==> src/rtl/srel_pkg.sv <==
// package: register map, field layout, codes and carriers of the standby-release config block
package srel_pkg;

   localparam int          ADDR_W          = 8;
   localparam int          DATA_W          = 32;
   // register offsets (byte addresses)
   localparam logic [7:0]  OFF_MODE_CTRL   = 8'h00;
   localparam logic [7:0]  OFF_IRQ_CLEAR   = 8'h04;
   localparam logic [7:0]  OFF_IRQ_STATUS  = 8'h08;
   localparam logic [7:0]  OFF_IRQ_MASK    = 8'h0C;
   // field positions in the mode control register
   localparam int          CH0_EN_BIT      = 0;
   localparam int          CH0_UNDEF_BIT   = 1;
   localparam int          CH0_REPORT_LSB  = 2;
   localparam int          CH0_SELECT_LSB  = 4;
   localparam int          CH1_EN_BIT      = 8;
   localparam int          CH1_UNDEF_BIT   = 9;
   localparam int          CH1_REPORT_LSB  = 10;
   localparam int          CH1_SELECT_LSB  = 12;
   localparam int          CH2_EN_BIT      = 16;
   localparam int          CH2_UNDEF_BIT   = 17;
   // irq status / clear / mask bit positions
   localparam int          IRQ_CH0_BIT     = 0;
   localparam int          IRQ_CH1_BIT     = 1;
   localparam int          IRQ_CH2_BIT     = 2;
   // reset values
   localparam logic [2:0]  SELECT_RESET    = 3'h2;
   localparam logic [1:0]  REPORT_RESET    = 2'h0;
   localparam logic        ENABLE_RESET    = 1'b0;
   localparam logic [2:0]  MASK_RESET      = 3'h0;
   // value returned on the bits that read as undefined
   localparam logic        UNDEF_READ      = 1'b0;
   // edge report codes
   localparam logic [1:0]  REPORT_NONE     = 2'h0;
   localparam logic [1:0]  REPORT_RISE     = 2'h1;
   localparam logic [1:0]  REPORT_FALL     = 2'h2;
   localparam logic [1:0]  REPORT_BOTH     = 2'h3;

   typedef enum logic [2:0] {
      TRIG_LOW  = 3'h0,
      TRIG_HIGH = 3'h1,
      TRIG_FALL = 3'h2,
      TRIG_RISE = 3'h3,
      TRIG_BOTH = 3'h4
   } trigger_t;

   // register bus request
   typedef struct packed {
      logic [ADDR_W-1:0] addr;
      logic [DATA_W-1:0] wdata;
      logic              wr;
      logic              rd;
   } bus_req_t;

   // per-channel configuration handed to the detector
   typedef struct packed {
      logic [2:0] trigger_select;
      logic       release_enable;
   } chan_cfg_t;

endpackage

==> src/rtl/srel_detect.sv <==
// one channel: level/edge detector producing a standby-release request and edge events
module srel_detect
   import srel_pkg::*;
(
   input  wire logic       clk,
   input  wire logic       rst_n,
   input  wire chan_cfg_t  cfg,
   input  wire logic       pin,
   output logic            request,
   output logic            rise,
   output logic            fall
);

   typedef struct packed {
      logic prev;
      logic primed;
   } det_state_t;

   det_state_t s_q;
   det_state_t s_d;

   always_comb begin
      s_d        = s_q;
      s_d.prev   = pin;
      s_d.primed = 1'b1;
   end

   always_ff @(posedge clk or negedge rst_n) begin
      if (!rst_n) begin
         s_q <= '0;
      end else begin
         s_q <= s_d;
      end
   end

   // no edge reported until one previous sample exists
   assign rise = s_q.primed & pin & ~s_q.prev;
   assign fall = s_q.primed & ~pin & s_q.prev;

   always_comb begin
      request = 1'b0;
      if (cfg.release_enable) begin
         unique case (cfg.trigger_select)
            TRIG_LOW:  request = ~pin;
            TRIG_HIGH: request = pin;
            TRIG_FALL: request = fall;
            TRIG_RISE: request = rise;
            TRIG_BOTH: request = rise | fall;
            // prohibited codes: no request
            default:   request = 1'b0;
         endcase
      end
   end

endmodule

==> src/rtl/standby_release_trigger_config.sv <==
// top: standby-release mode control register, edge report, irq status/mask for ext request channels
// What this block does
// - ch1 trigger select bits 14-12 picks condition
// - ch1 edge report bits 11-10 shows edge
// - bit 8 enables ch1 release input
// - ch0 trigger select bits 6-4, same coding
// - ch0 edge report bits 3-2 encodes edge
// - bit 0 enables ch0 release input
// - edge report updates only in both-edge mode
// - irq clear also zeroes the edge report
// - bit 16 enables ch2 release input
//
// Added by the designer: the address-and-strobe port and the address map.
module standby_release_trigger_config
   import srel_pkg::*;
#(
   parameter int NUM_CH = 3
)
(
   input  wire logic              CLK_SYS,
   input  wire logic              RSTN,
   input  wire logic [ADDR_W-1:0] ADDR,
   input  wire logic [DATA_W-1:0] WDATA,
   input  wire logic              WR,
   input  wire logic              RD,
   output logic [DATA_W-1:0]      RDATA,
   input  wire logic              EXT_REQUEST_CH0,
   input  wire logic              EXT_REQUEST_CH1,
   input  wire logic              EXT_REQUEST_CH2,
   output logic [NUM_CH-1:0]      RELEASE_REQ,
   output logic                   IRQ
);

   typedef struct packed {
      logic [2:0]        ch0_trigger_select;
      logic [1:0]        ch0_edge_report;
      logic              ch0_release_enable;
      logic [2:0]        ch1_trigger_select;
      logic [1:0]        ch1_edge_report;
      logic              ch1_release_enable;
      logic              ch2_release_enable;
      logic [NUM_CH-1:0] irq_status;
      logic [NUM_CH-1:0] irq_mask;
      logic [NUM_CH-1:0] release_req;
      logic              irq;
      logic [DATA_W-1:0] rdata;
   } state_t;

   state_t              st_q;
   state_t              st_d;
   bus_req_t            req;
   chan_cfg_t           cfg [NUM_CH];
   logic [NUM_CH-1:0]   pins;
   logic [NUM_CH-1:0]   det_req;
   logic [NUM_CH-1:0]   det_rise;
   logic [NUM_CH-1:0]   det_fall;

   assign req  = '{addr: ADDR, wdata: WDATA, wr: WR, rd: RD};
   assign pins = {EXT_REQUEST_CH2, EXT_REQUEST_CH1, EXT_REQUEST_CH0};

   assign cfg[1] = '{trigger_select: st_q.ch1_trigger_select, release_enable: st_q.ch1_release_enable};
   assign cfg[0] = '{trigger_select: st_q.ch0_trigger_select, release_enable: st_q.ch0_release_enable};
   // ch2 select sits in the next register, so ch2 is fixed to falling edge here
   assign cfg[2] = '{trigger_select: SELECT_RESET, release_enable: st_q.ch2_release_enable};

   genvar g;
   generate
      for (g = 0; g < NUM_CH; g++) begin : g_ch
         srel_detect u_det (
            .clk     (CLK_SYS),
            .rst_n   (RSTN),
            .cfg     (cfg[g]),
            .pin     (pins[g]),
            .request (det_req[g]),
            .rise    (det_rise[g]),
            .fall    (det_fall[g])
         );
      end
   endgenerate

   // merges a new edge into a report, accumulating to both
   function automatic logic [1:0] merge_report(input logic [1:0] cur,
                                               input logic       r,
                                               input logic       f);
      logic [1:0] v;
      v = cur;
      if (r) begin
         v = v | REPORT_RISE;
      end
      if (f) begin
         v = v | REPORT_FALL;
      end
      return v;
   endfunction

   logic [DATA_W-1:0] mode_word;
   logic [NUM_CH-1:0] clr_bits;
   logic              wr_mode;
   logic              wr_clear;

   always_comb begin
      mode_word = '0;
      mode_word[CH1_EN_BIT]                       = st_q.ch1_release_enable;
      mode_word[CH0_EN_BIT]                       = st_q.ch0_release_enable;
      mode_word[CH2_EN_BIT]                       = st_q.ch2_release_enable;
      mode_word[CH1_SELECT_LSB +: 3]              = st_q.ch1_trigger_select;
      mode_word[CH0_SELECT_LSB +: 3]              = st_q.ch0_trigger_select;
      mode_word[CH1_REPORT_LSB +: 2]              = st_q.ch1_edge_report;
      mode_word[CH0_REPORT_LSB +: 2]              = st_q.ch0_edge_report;
      mode_word[CH0_UNDEF_BIT]                    = UNDEF_READ;
      mode_word[CH1_UNDEF_BIT]                    = UNDEF_READ;
      mode_word[CH2_UNDEF_BIT]                    = UNDEF_READ;
   end

   assign wr_mode  = req.wr && (req.addr == OFF_MODE_CTRL);
   assign wr_clear = req.wr && (req.addr == OFF_IRQ_CLEAR);
   assign clr_bits = wr_clear ? req.wdata[NUM_CH-1:0] : '0;

   always_comb begin
      st_d = st_q;

      // register writes; are left to software, codes stored as written
      if (wr_mode) begin
         st_d.ch0_release_enable = req.wdata[CH0_EN_BIT];
         st_d.ch1_release_enable = req.wdata[CH1_EN_BIT];
         st_d.ch2_release_enable = req.wdata[CH2_EN_BIT];
         st_d.ch0_trigger_select = req.wdata[CH0_SELECT_LSB +: 3];
         st_d.ch1_trigger_select = req.wdata[CH1_SELECT_LSB +: 3];
      end
      if (req.wr && (req.addr == OFF_IRQ_MASK)) begin
         st_d.irq_mask = req.wdata[NUM_CH-1:0];
      end

      if (clr_bits[IRQ_CH0_BIT]) begin
         st_d.ch0_edge_report = REPORT_NONE;
      end
      if (clr_bits[IRQ_CH1_BIT]) begin
         st_d.ch1_edge_report = REPORT_NONE;
      end

      // report only in both mode; a new edge beats a same-cycle clear
      if (st_q.ch0_trigger_select == TRIG_BOTH && st_q.ch0_release_enable &&
          (det_rise[0] || det_fall[0])) begin
         st_d.ch0_edge_report = merge_report(clr_bits[IRQ_CH0_BIT] ? REPORT_NONE : st_q.ch0_edge_report,
                                             det_rise[0], det_fall[0]);
      end
      if (st_q.ch1_trigger_select == TRIG_BOTH && st_q.ch1_release_enable &&
          (det_rise[1] || det_fall[1])) begin
         st_d.ch1_edge_report = merge_report(clr_bits[IRQ_CH1_BIT] ? REPORT_NONE : st_q.ch1_edge_report,
                                             det_rise[1], det_fall[1]);
      end

      // sticky status: set wins over write-one clear
      st_d.irq_status  = (st_q.irq_status & ~clr_bits) | det_req;
      st_d.release_req = det_req;
      st_d.irq         = |(st_d.irq_status & st_d.irq_mask);

      // read data valid only in the cycle after the strobe
      st_d.rdata = '0;
      if (req.rd) begin
         unique case (req.addr)
            OFF_MODE_CTRL:  st_d.rdata = mode_word;
            OFF_IRQ_STATUS: st_d.rdata = DATA_W'(st_q.irq_status);
            OFF_IRQ_MASK:   st_d.rdata = DATA_W'(st_q.irq_mask);
            // clear register and unmapped addresses read zero
            default:        st_d.rdata = '0;
         endcase
      end
   end

   always_ff @(posedge CLK_SYS or negedge RSTN) begin
      if (!RSTN) begin
         st_q                    <= '0;
         st_q.ch0_trigger_select <= SELECT_RESET;
         st_q.ch1_trigger_select <= SELECT_RESET;
         st_q.ch0_edge_report    <= REPORT_RESET;
         st_q.ch1_edge_report    <= REPORT_RESET;
         st_q.ch0_release_enable <= ENABLE_RESET;
         st_q.ch1_release_enable <= ENABLE_RESET;
         st_q.ch2_release_enable <= ENABLE_RESET;
         st_q.irq_mask           <= MASK_RESET;
      end else begin
         st_q <= st_d;
      end
   end

   assign RDATA       = st_q.rdata;
   assign RELEASE_REQ = st_q.release_req;
   assign IRQ         = st_q.irq;

endmodule

==> config.mk <==
export PLATFORM = sky130hd
export DESIGN_NAME = standby_release_trigger_config
export DESIGN_NICKNAME = d
export VERILOG_FILES = /design/src/rtl/srel_pkg.sv /design/src/rtl/srel_detect.sv /design/src/rtl/standby_release_trigger_config.sv
export SDC_FILE = /design/constraint.sdc
export NUM_CORES = 1
export LEC_CHECK = 0
export BUFFER_PORTS_ARGS = -buffer_cell sky130_fd_sc_hd__buf_2
export CAP_MARGIN = 15
export CORE_MARGIN = 1.5
export CORE_UTILIZATION = 43
export CTS_CLUSTER_SIZE = 16
export DETAILED_ROUTE_END_ITERATION = 12
export GPL_TIMING_DRIVEN = 0
export HOLD_SLACK_MARGIN = 0.06
export PLACE_DENSITY = 0.76
export SLEW_MARGIN = 40
export SYNTH_ARGS = -nofsm -noshare
export SYNTH_HDL_FRONTEND = slang
export SYNTH_SLANG_ARGS = --single-unit
==> constraint.sdc <==
create_clock -name CLK_SYS -period 1.5 [get_ports CLK_SYS]
set_input_delay 0.075 -clock CLK_SYS [delete_from_list [all_inputs] [get_ports CLK_SYS]]
set_output_delay 0.075 -clock CLK_SYS [all_outputs]
set_load 0.05 [all_outputs]
==> flow_summary.yaml, run 1 <==
floorplanning:
  die_w_um: 70.25
  num_rows: 24
  start_util: 0.4466
  dieArea_sq_um: 4934
  dieHeight_um: 70.25
  ios: 83
  core-area_sq_um: 4354
finish:
  syn_to_final_growth_pct: 30.95
  num_antenna_cells: 0
  layout.nets: 288
  post-route-util: 0.5848
  drive_gt1_frac: 0.4606
logic_synthesis:
  ys_dominant_reg_cell: "dfrtp_1"
  synthCells: 160
  ys_types: 40
  synthesis.area_sq_um: 1944
  yosysMostFrequentCell: "dfrtp_1"
  synth.area.top_cells: "dfrtp_1 (50%), buf_4 (14%), mux2_2 (8.1%), and2_1 (3.5%), dfstp_2 (2.7%)"
  yosys.area.top_type_share: 0.5019
  syn_avg_cell_area_sq_um: 12.15
  synth_edf_count: 0
  async_flop_share: 1.000
  ys_seq_area_frac: 0.5290
  ys_warn_count: 0
  netlist_top_cells_count: "dfrtp_1 (39), buf_4 (35), mux2_2 (14), and2_1 (11), nor2_1 (5)"
  yosysTopAreaCell: "dfrtp_1"
  ys_seq_elements: 41
detailed_routing:
  detail_route.iter0.violations: 68
  ant_nets: 0
  vias: 1322
  wl_per_cell_um: 11.07
  drc_errors: 0
  drt_wl_total_um: 3243
  dr.pass1.iters: 4
  avgViaCountPerCell: 4.512
clocking:
  clock_path_buffers: 2
  cts.sinks: 41
  clkSlewWorstSetupHoldPaths_ns: 0.08
  htree_num_levels: 2
  root_buffer: "clkbuf_8"
  cts_buffers: 5
  clk_latency_ns: 0.29
  cts_tree: "yes"
worst_setup_path:
  cp_max_fo: 6
  crit_required_ns: 1.68
  cp-start-kind: "flop"
  critPathKind: "reg2reg"
  cp.arrival_ns: 1.72
  crit_path_end_kind: "flop"
sta:
  hold_ws_ns: 0.06970
  worstMarginPinSlew_ns: 0.4991
  slew_violations: 0
  slew_headroom: 0.6669
  finalHoldViolations: 0
  finalCritPeriodShare: 1.027
  timing.fmax_mhz: 649.3
  rsz0062_at_grt: "yes"
  skew_ns: 0.007126
  finalWorstSetupSlack_ns: -0.04006
  period_needed_ns: 1.540
  setup_viol: 1
status:
  violations: "setup timing"
  status: "finished, violations left"
power_and_ir_drop:
  peakVddDrop_mv: 0.6159
  leakage_nw: 1.392
  p_per_area_nw_per_um2: 941.6
placed_design:
  place_hpwl_um: 2365
  preCtsSetupSlack_ns: -0.2204
  portBuffers: 42
  gp_congestion: 0.7858
grt:
  grt_max_degree: 42
  overflow: 0
  grt_antenna_before_repair: 0
  grt_usage: 0.1402
  grt_pass1_wl_um: 5340
  grt_pass1_vias: 1199
run:
  drv_cap: 0
worst_hold_path:
  min_path_type: "in2reg"
worst max-delay path: stages (launching register included):
cell and delay, ns:
dfrtp_2 0.45, xor2_1 0.16, o211ai_1 0.12, a221o_1 0.33, a22o_1 0.22, a21o_1 0.16
through the flow:
step	TNS, ns	instances	power (mW)	instance area, sq um
finish	-0.04006	293	2.398	2546
global route	-0.1252	293	2.503	2546
CTS	-0.05522	293	2.407	2545
detailed placement	-3.970	271	1.552	2286
global placement	-3.793	271	1.546	2283
floorplan	0	177	1.457	2008
power breakdown:
part / internal [mW] / switching, mW / leakage, nW / total [mW]
logic: 0.156 / 0.216 / 0.796 / 0.373
clock network: 0.483 / 0.352 / 0.0540 / 0.835
registers: 1.16 / 0.0330 / 0.543 / 1.19
kinds of logic (layout without fill, tap and decap cells):
group,count (synthesis),count (layout),share of synthesized area
compound gates,17,17,0.06435
flops,41,41,0.5290
buf+inv,37,101,0.1396
xor+xnor,2,2,0.009011
other cells,2,19,0.003862
simple gates,46,46,0.1680
mux,15,15,0.08623
sequential cells by signal, indices dropped and copies added, names as in the netlist:
register        count
IRQ                 1
cfg                 9
RDATA              14
g_ch.u_det.s_q      4
mode_word           4
st_q                6
RELEASE_REQ         3
layer usage:
metal	GRT usage	part of all wire
met1	0.1716	0.42
met2	0.2285	0.51
met3	0.03896	0.056
met4	0.06624	0.013
met5	0	0
path summary, 6_finish.rpt:
path                               start         to  slack, ns  depth (start not counted)
setup / recovery                  cfg[9]        IRQ      -0.04                          5
hold / removal                  WDATA[0]     cfg[8]       0.07                          2
setup reg to reg                  cfg[9]        IRQ      -0.04                          5
hold reg to reg            mode_word[10]  RDATA[10]       0.49                          1
max in group asynchronous           RSTN     cfg[6]       0.85                          2
min in group asynchronous           RSTN  RDATA[14]       0.29                          2
layout make-up:
cell class / count / area (sq um)
buffer: 37 / 272.8
clock buffer: 5 / 68.82
clock inverter: 2 / 35.03
fill: 376 / 1808
multi-input combinational: 99 / 714.4
sequential: 41 / 1030
tap: 52 / 65.06
timing repair buffer: 57 / 360.3
layout by cell type (no fill, tap or decap), types with 4 or more instances in the layout:
master,Yosys,layout
and2_1,11,11
buf_2,1,42
buf_4,35,37
clkbuf_8,0,5
conb_1,2,19
dfrtp_1,39,38
dlygate4sd3_1,0,14
mux2_2,14,14
nand2b_1,4,4
nor2_1,5,5
repair_timing:
action,CTS,global route
hold buffers,14,0
setup buffers,1,0
gates resized for setup,2,2
setup endpoints to repair,1,11
endpoints found under the hold margin,52,0
Note: power is estimated with default switching activity, not from simulation.
==> run 2, diff against run 1 <==
--- a/config.mk
+++ b/config.mk
@@ -7,7 +7,6 @@
 export LEC_CHECK = 0
 export BUFFER_PORTS_ARGS = -buffer_cell sky130_fd_sc_hd__buf_2
 export CAP_MARGIN = 15
-export CORE_MARGIN = 1.5
 export CORE_UTILIZATION = 43
 export CTS_CLUSTER_SIZE = 16
 export DETAILED_ROUTE_END_ITERATION = 12
==> run 2 against run 1 <==
The flow still finishes with violations (setup timing). Clock skew is 0.0015 ns lower. Critical path depth stayed put. Cell count is 1.4% higher. Worst setup slack better by 0.0056 ns. Wire length is 4.3% higher. Combinational power is 2% higher. Global-route usage is 1.3 points higher. Cell area is 1.7% higher. Via count is 1.1% higher. Total power is 3.4% higher. Fmax is 0.37% higher. Clock power is 8.7% higher.
==> flow_summary.yaml, run 2 (same netlist as run 1, synthesis figures left out) <==
finish:
  num_antenna_cells: 0
  largest_reg_flops: 14
  layout_common_cells: "buf_2 (42), buf_4 (39), dfrtp_1 (38)"
  drive_gt1_frac: 0.4612
  final_common_cell: "buf_2"
  postLayoutCellArea_sq_um: 2589
  fin_cells: 297
  layout.nets: 291
  post-route-util: 0.5945
  syn_to_final_growth_pct: 33.14
status:
  status: "finished, violations left"
  violations: "setup timing"
placed_design:
  place_hpwl_um: 2331
  preCtsSetupSlack_ns: -0.2766
  gp_congestion: 0.7711
  place_area_sq_um: 2286
  portBuffers: 42
  dp.cells: 271
worst_setup_path:
  cpMaxStageDelayCell: "dfrtp_1"
  crit_path_end_kind: "flop"
  critPathTopFamily: "compound AO/OA/AOI/OAI gates"
  crit_required_ns: 1.68
  critPathKind: "reg2reg"
  cp_max_fo: 5
  cp-start-kind: "flop"
  path_depth: 5
  critPathMaxStageDelay_ns: 0.42
  critPathBufInv: 0
  path_cells: "nor2b_1 -> o21a_1 -> a221o_1 -> a22o_1 -> a21o_1"
  cp.arrival_ns: 1.72
  rr_worst_depth: 5
worst_hold_path:
  hold_depth: 3
  min_path_type: "in2reg"
sta:
  period_needed_ns: 1.534
  hold_ws_ns: 0.09782
  rsz0062_at_grt: "yes"
  setup_tns_ns: -0.03445
  finalCritPeriodShare: 1.023
  setup_viol: 1
  skew_ns: 0.005638
  timing.fmax_mhz: 651.7
  finalHoldViolations: 0
  slew_violations: 0
  finalWorstSetupSlack_ns: -0.03445
run:
  drv_cap: 0
power_and_ir_drop:
  peakVddDrop_mv: 0.7217
  power_mw: 2.478
  leakage_nw: 1.412
  p_per_area_nw_per_um2: 957.4
clocking:
  cts_buffers: 5
  cts_tree: "yes"
  cts.sinks: 41
  clk_latency_ns: 0.29
  root_buffer: "clkbuf_8"
  clock_path_buffers: 2
  clkSlewWorstSetupHoldPaths_ns: 0.08
  htree_num_levels: 2
floorplanning:
  dieArea_sq_um: 4795
  start_util: 0.4466
  die_w_um: 69.25
  ios: 83
  num_rows: 24
  core-area_sq_um: 4354
  dieHeight_um: 69.25
detailed_routing:
  vias: 1336
  detail_route.iter0.violations: 30
  ant_nets: 0
  drc_errors: 0
  drt_wl_total_um: 3384
  avgViaCountPerCell: 4.498
  dr.pass1.iters: 4
  wl_per_cell_um: 11.39
grt:
  grt_usage: 0.1537
  grt_max_degree: 42
  overflow: 0
  grt_pass1_vias: 1258
  grt_pass1_wl_um: 5713
  grt_antenna_before_repair: 0
## run 2: report_power, final
part           internal (mW)  leakage, nW  total, mW  switching [mW]
clock                  0.542       0.0585      0.908           0.365
combinational          0.161        0.810      0.382           0.221
sequential              1.16        0.543       1.19          0.0324
total                   1.86         1.41       2.48           0.618
## run 2: worst min-delay path: stages
cell and delay, ns:
buf_2 0.09, nand3_1 0.11, nor2_1 0.06
## run 2: path summary, 6_finish.rpt
check	startpoint	endpoint	slack, ns
max	g_ch[0].u_det.s_q[1]	IRQ	-0.03
min	RD	RDATA[0]	0.1
max reg2reg	g_ch[0].u_det.s_q[1]	IRQ	-0.03
min reg2reg	mode_word[11]	mode_word[11]	0.48
max in group asynchronous	RSTN	cfg[6]	0.85
min in group asynchronous	RSTN	mode_word[3]	0.28
## run 2: final cells by class
cell class              count  area (sq um)
clock buffers               7         86.33
multi-input cells          99         719.4
clock inverters             1         30.03
repair buffers             60         385.4
fillers                   377          1765
well taps                  52         65.06
plain buffers              37         272.8
flip-flops and latches     41          1030
## run 2: repair_timing
item                                    CTS  global route
hold buffers                             15             0
pin swaps                                 0             0
endpoints found under the hold margin    53             0
buffers inserted                          2             1
gates resized for setup                   2             3
endpoints found under the setup margin    1            13
## run 2: per-layer routing
| layer | wire length, um | share of wire | vias to the layer above | track usage |
|---|---|---|---|---|
| li1 | - | - | 670 | - |
| met1 | 1461 | 0.43 | 623 | 0.1863 |
| met2 | 1736 | 0.51 | 39 | 0.2600 |
| met3 | 154 | 0.046 | 4 | 0.04506 |
| met4 | 30 | 0.0089 | 0 | 0.05442 |
| met5 | 0 | 0 | - | 0 |
==> run 3, diff against run 2 <==
--- a/config.mk
+++ b/config.mk
@@ -5,15 +5,17 @@
 export SDC_FILE = /design/constraint.sdc
 export NUM_CORES = 1
 export LEC_CHECK = 0
+export ABC_CLOCK_PERIOD_IN_PS = 1500
 export BUFFER_PORTS_ARGS = -buffer_cell sky130_fd_sc_hd__buf_2
 export CAP_MARGIN = 15
+export CORE_MARGIN = 8
 export CORE_UTILIZATION = 43
 export CTS_CLUSTER_SIZE = 16
 export DETAILED_ROUTE_END_ITERATION = 12
 export GPL_TIMING_DRIVEN = 0
 export HOLD_SLACK_MARGIN = 0.06
 export PLACE_DENSITY = 0.76
-export SLEW_MARGIN = 40
+export SLEW_MARGIN = 20
 export SYNTH_ARGS = -nofsm -noshare
 export SYNTH_HDL_FRONTEND = slang
 export SYNTH_SLANG_ARGS = --single-unit
==> run 3 against run 2 <==
The flow still finishes with violations (setup timing). Cell area down 2.0%. Clock power down 24%. Cell count down 0.67%. Clock skew up 0.00051 ns. Sequential power about the same. Die area up 45%. Highest routed layer unchanged.
==> flow_summary.yaml, run 3 (same netlist as run 1, synthesis figures left out) <==
detailed_routing:
  avgViaCountPerCell: 4.454
  vias: 1314
  wl_per_cell_um: 12.99
  ant_nets: 0
  dr.pass1.iters: 4
  detail_route.iter0.violations: 98
  drc_errors: 0
  drt_wl_total_um: 3832
grt:
  overflow: 0
  grt_max_degree: 42
  grt_antenna_before_repair: 0
  grt_pass1_vias: 1343
  grt_pass1_wl_um: 6575
  grt_usage: 0.1152
worst_setup_path:
  cp.arrival_ns: 1.73
  r2r_start: "g_ch[0].u_det.s_q[1]"
  r2r_setup_slack_ns: -0.05
  cpMaxStageDelayCell: "dfrtp_1"
  critPathMaxStageDelay_ns: 0.42
  crit_path_end_kind: "flop"
  path_cells: "nor2b_1 -> o21a_1 -> a221o_1 -> a22o_1 -> a21o_1"
  crit_required_ns: 1.69
  critPathKind: "reg2reg"
  cp-start-kind: "flop"
  rr_worst_depth: 5
  cp_max_fo: 5
  r2r_end: "IRQ"
floorplanning:
  start_util: 0.4466
  ios: 83
  dieHeight_um: 83.25
  die_w_um: 83.25
  num_rows: 24
  core-area_sq_um: 4354
  dieArea_sq_um: 6930
power_and_ir_drop:
  p_sw_frac: 0.2748
  p_sw_mw: 0.6201
  seq_power_share: 0.527
  leakage_nw: 1.386
  p_clk_frac: 0.305
  peakVddDrop_mv: 0.6079
  internal-power_mw: 1.636
  p_per_area_nw_per_um2: 889.1
  combPwrFrac: 0.168
sta:
  hold_ws_ns: 0.09403
  worstMarginPinSlew_ns: 0.8647
  slew_headroom: 0.4235
  finalWorstSetupSlack_ns: -0.04630
  finalHoldViolations: 0
  slew_violations: 0
  setup_viol: 1
  period_needed_ns: 1.546
  skew_ns: 0.006150
  finalCritPeriodShare: 1.031
  timing.fmax_mhz: 646.7
  rsz0062_at_grt: "yes"
finish:
  final_common_cell: "buf_2"
  multiInputGateArea_sq_um: 719.4
  register_area_sq_um: 1030
  largest_reg_flops: 14
  postLayoutCellArea_sq_um: 2537
  fillers: 381
  syn_to_final_growth_pct: 30.50
  post-route-util: 0.5828
  drive_gt1_frac: 0.4568
  layout_common_cells: "buf_2 (43), dfrtp_1 (38), buf_4 (36)"
  num_antenna_cells: 0
  layout.nets: 289
worst_hold_path:
  min-delay-start: "RD"
  whs_endpoint: "RDATA[2]"
  hold_depth: 3
  min_path_type: "in2reg"
placed_design:
  place_area_sq_um: 2283
  place_hpwl_um: 2839
  gp_congestion: 0.7609
  portBuffers: 42
run:
  drv_cap: 0
clocking:
  root_buffer: "clkbuf_8"
  cts_tree: "yes"
  htree_num_levels: 2
  cts_buffers: 5
  clock_path_buffers: 2
  clkSlewWorstSetupHoldPaths_ns: 0.08
  cts.sinks: 41
  clk_latency_ns: 0.29
status:
  violations: "setup timing"
  status: "finished, violations left"
## run 3: changes by cell type in the layout (fill, tap and decap cells not counted), sizes merged
cell,change
clkinv,+2
buf,-2
clkbuf,-1
bufinv,-1
## run 3: layout make-up
type,count,area share
Sequential cell,41,0.4058
Clock buffer,6,0.02860
Multi-Input combinational cell,99,0.2835
Clock inverter,2,0.003945
Timing Repair Buffer,58,0.1450
Tap cell,52,0.02564
Buffer,37,0.1075
## run 3: critical path: cells and delay by family (launching register included)
| family | cells | cell delay, ns |
|---|---|---|
| DFF | 1 | 0.42 |
| and+or+nand+nor | 1 | 0.17 |
| AOI/OAI and AO/OA | 4 | 0.85 |
## run 3: worst max-delay path by stage
stage / startpoint / to / cells past startpoint
after global placement: ADDR[7] / IRQ / 6
after CTS: cfg[9] / IRQ / 5
after global routing: cfg[9] / IRQ / 5
after detailed placement: ADDR[7] / cfg[7] / 5
after floorplan: cfg[11] / IRQ / 5
final: g_ch[0].u_det.s_q[1] / IRQ / 5
## run 3: through the flow
stage	std cells	setup TNS (ns)	setup slack, ns	total power, mW
2_1_floorplan	177	0	0.04091	1.457
3_5_place_dp	271	-4.144	-0.2217	1.557
5_1_grt	295	-0.1371	-0.1371	2.372
3_3_place_gp	271	-3.942	-0.2136	1.545
4_1_cts	295	-0.04155	-0.04155	2.280
6_report	295	-0.04630	-0.04630	2.256
## run 3: routing by layer
metal	part of all wire	GRT usage	wire length, um	vias up
met3	0.078	0.05371	298	5
met1	0.41	0.1327	1561	607
met4	0.013	0.04153	51	0
li1	-	-	-	664
met5	0	0	0	-
met2	0.50	0.1825	1921	38
## run 3: power by group through the flow
stage	logic, mW	registers (mW)	clock network, mW
final	0.379	1.19	0.688
after CTS	0.380	1.19	0.712
after global placement	0.336	1.21	0
after detailed placement	0.345	1.21	0
after floorplan	0.246	1.21	0
after global routing	0.410	1.20	0.765
## run 3: timing repair
action | CTS | global route
hold endpoints to repair | 53 | 0
gates resized for setup | 2 | 3
pin swaps | 1 | 0
hold buffers | 15 | 0
buffers inserted | 1 | 0
endpoints found under the setup margin | 1 | 15
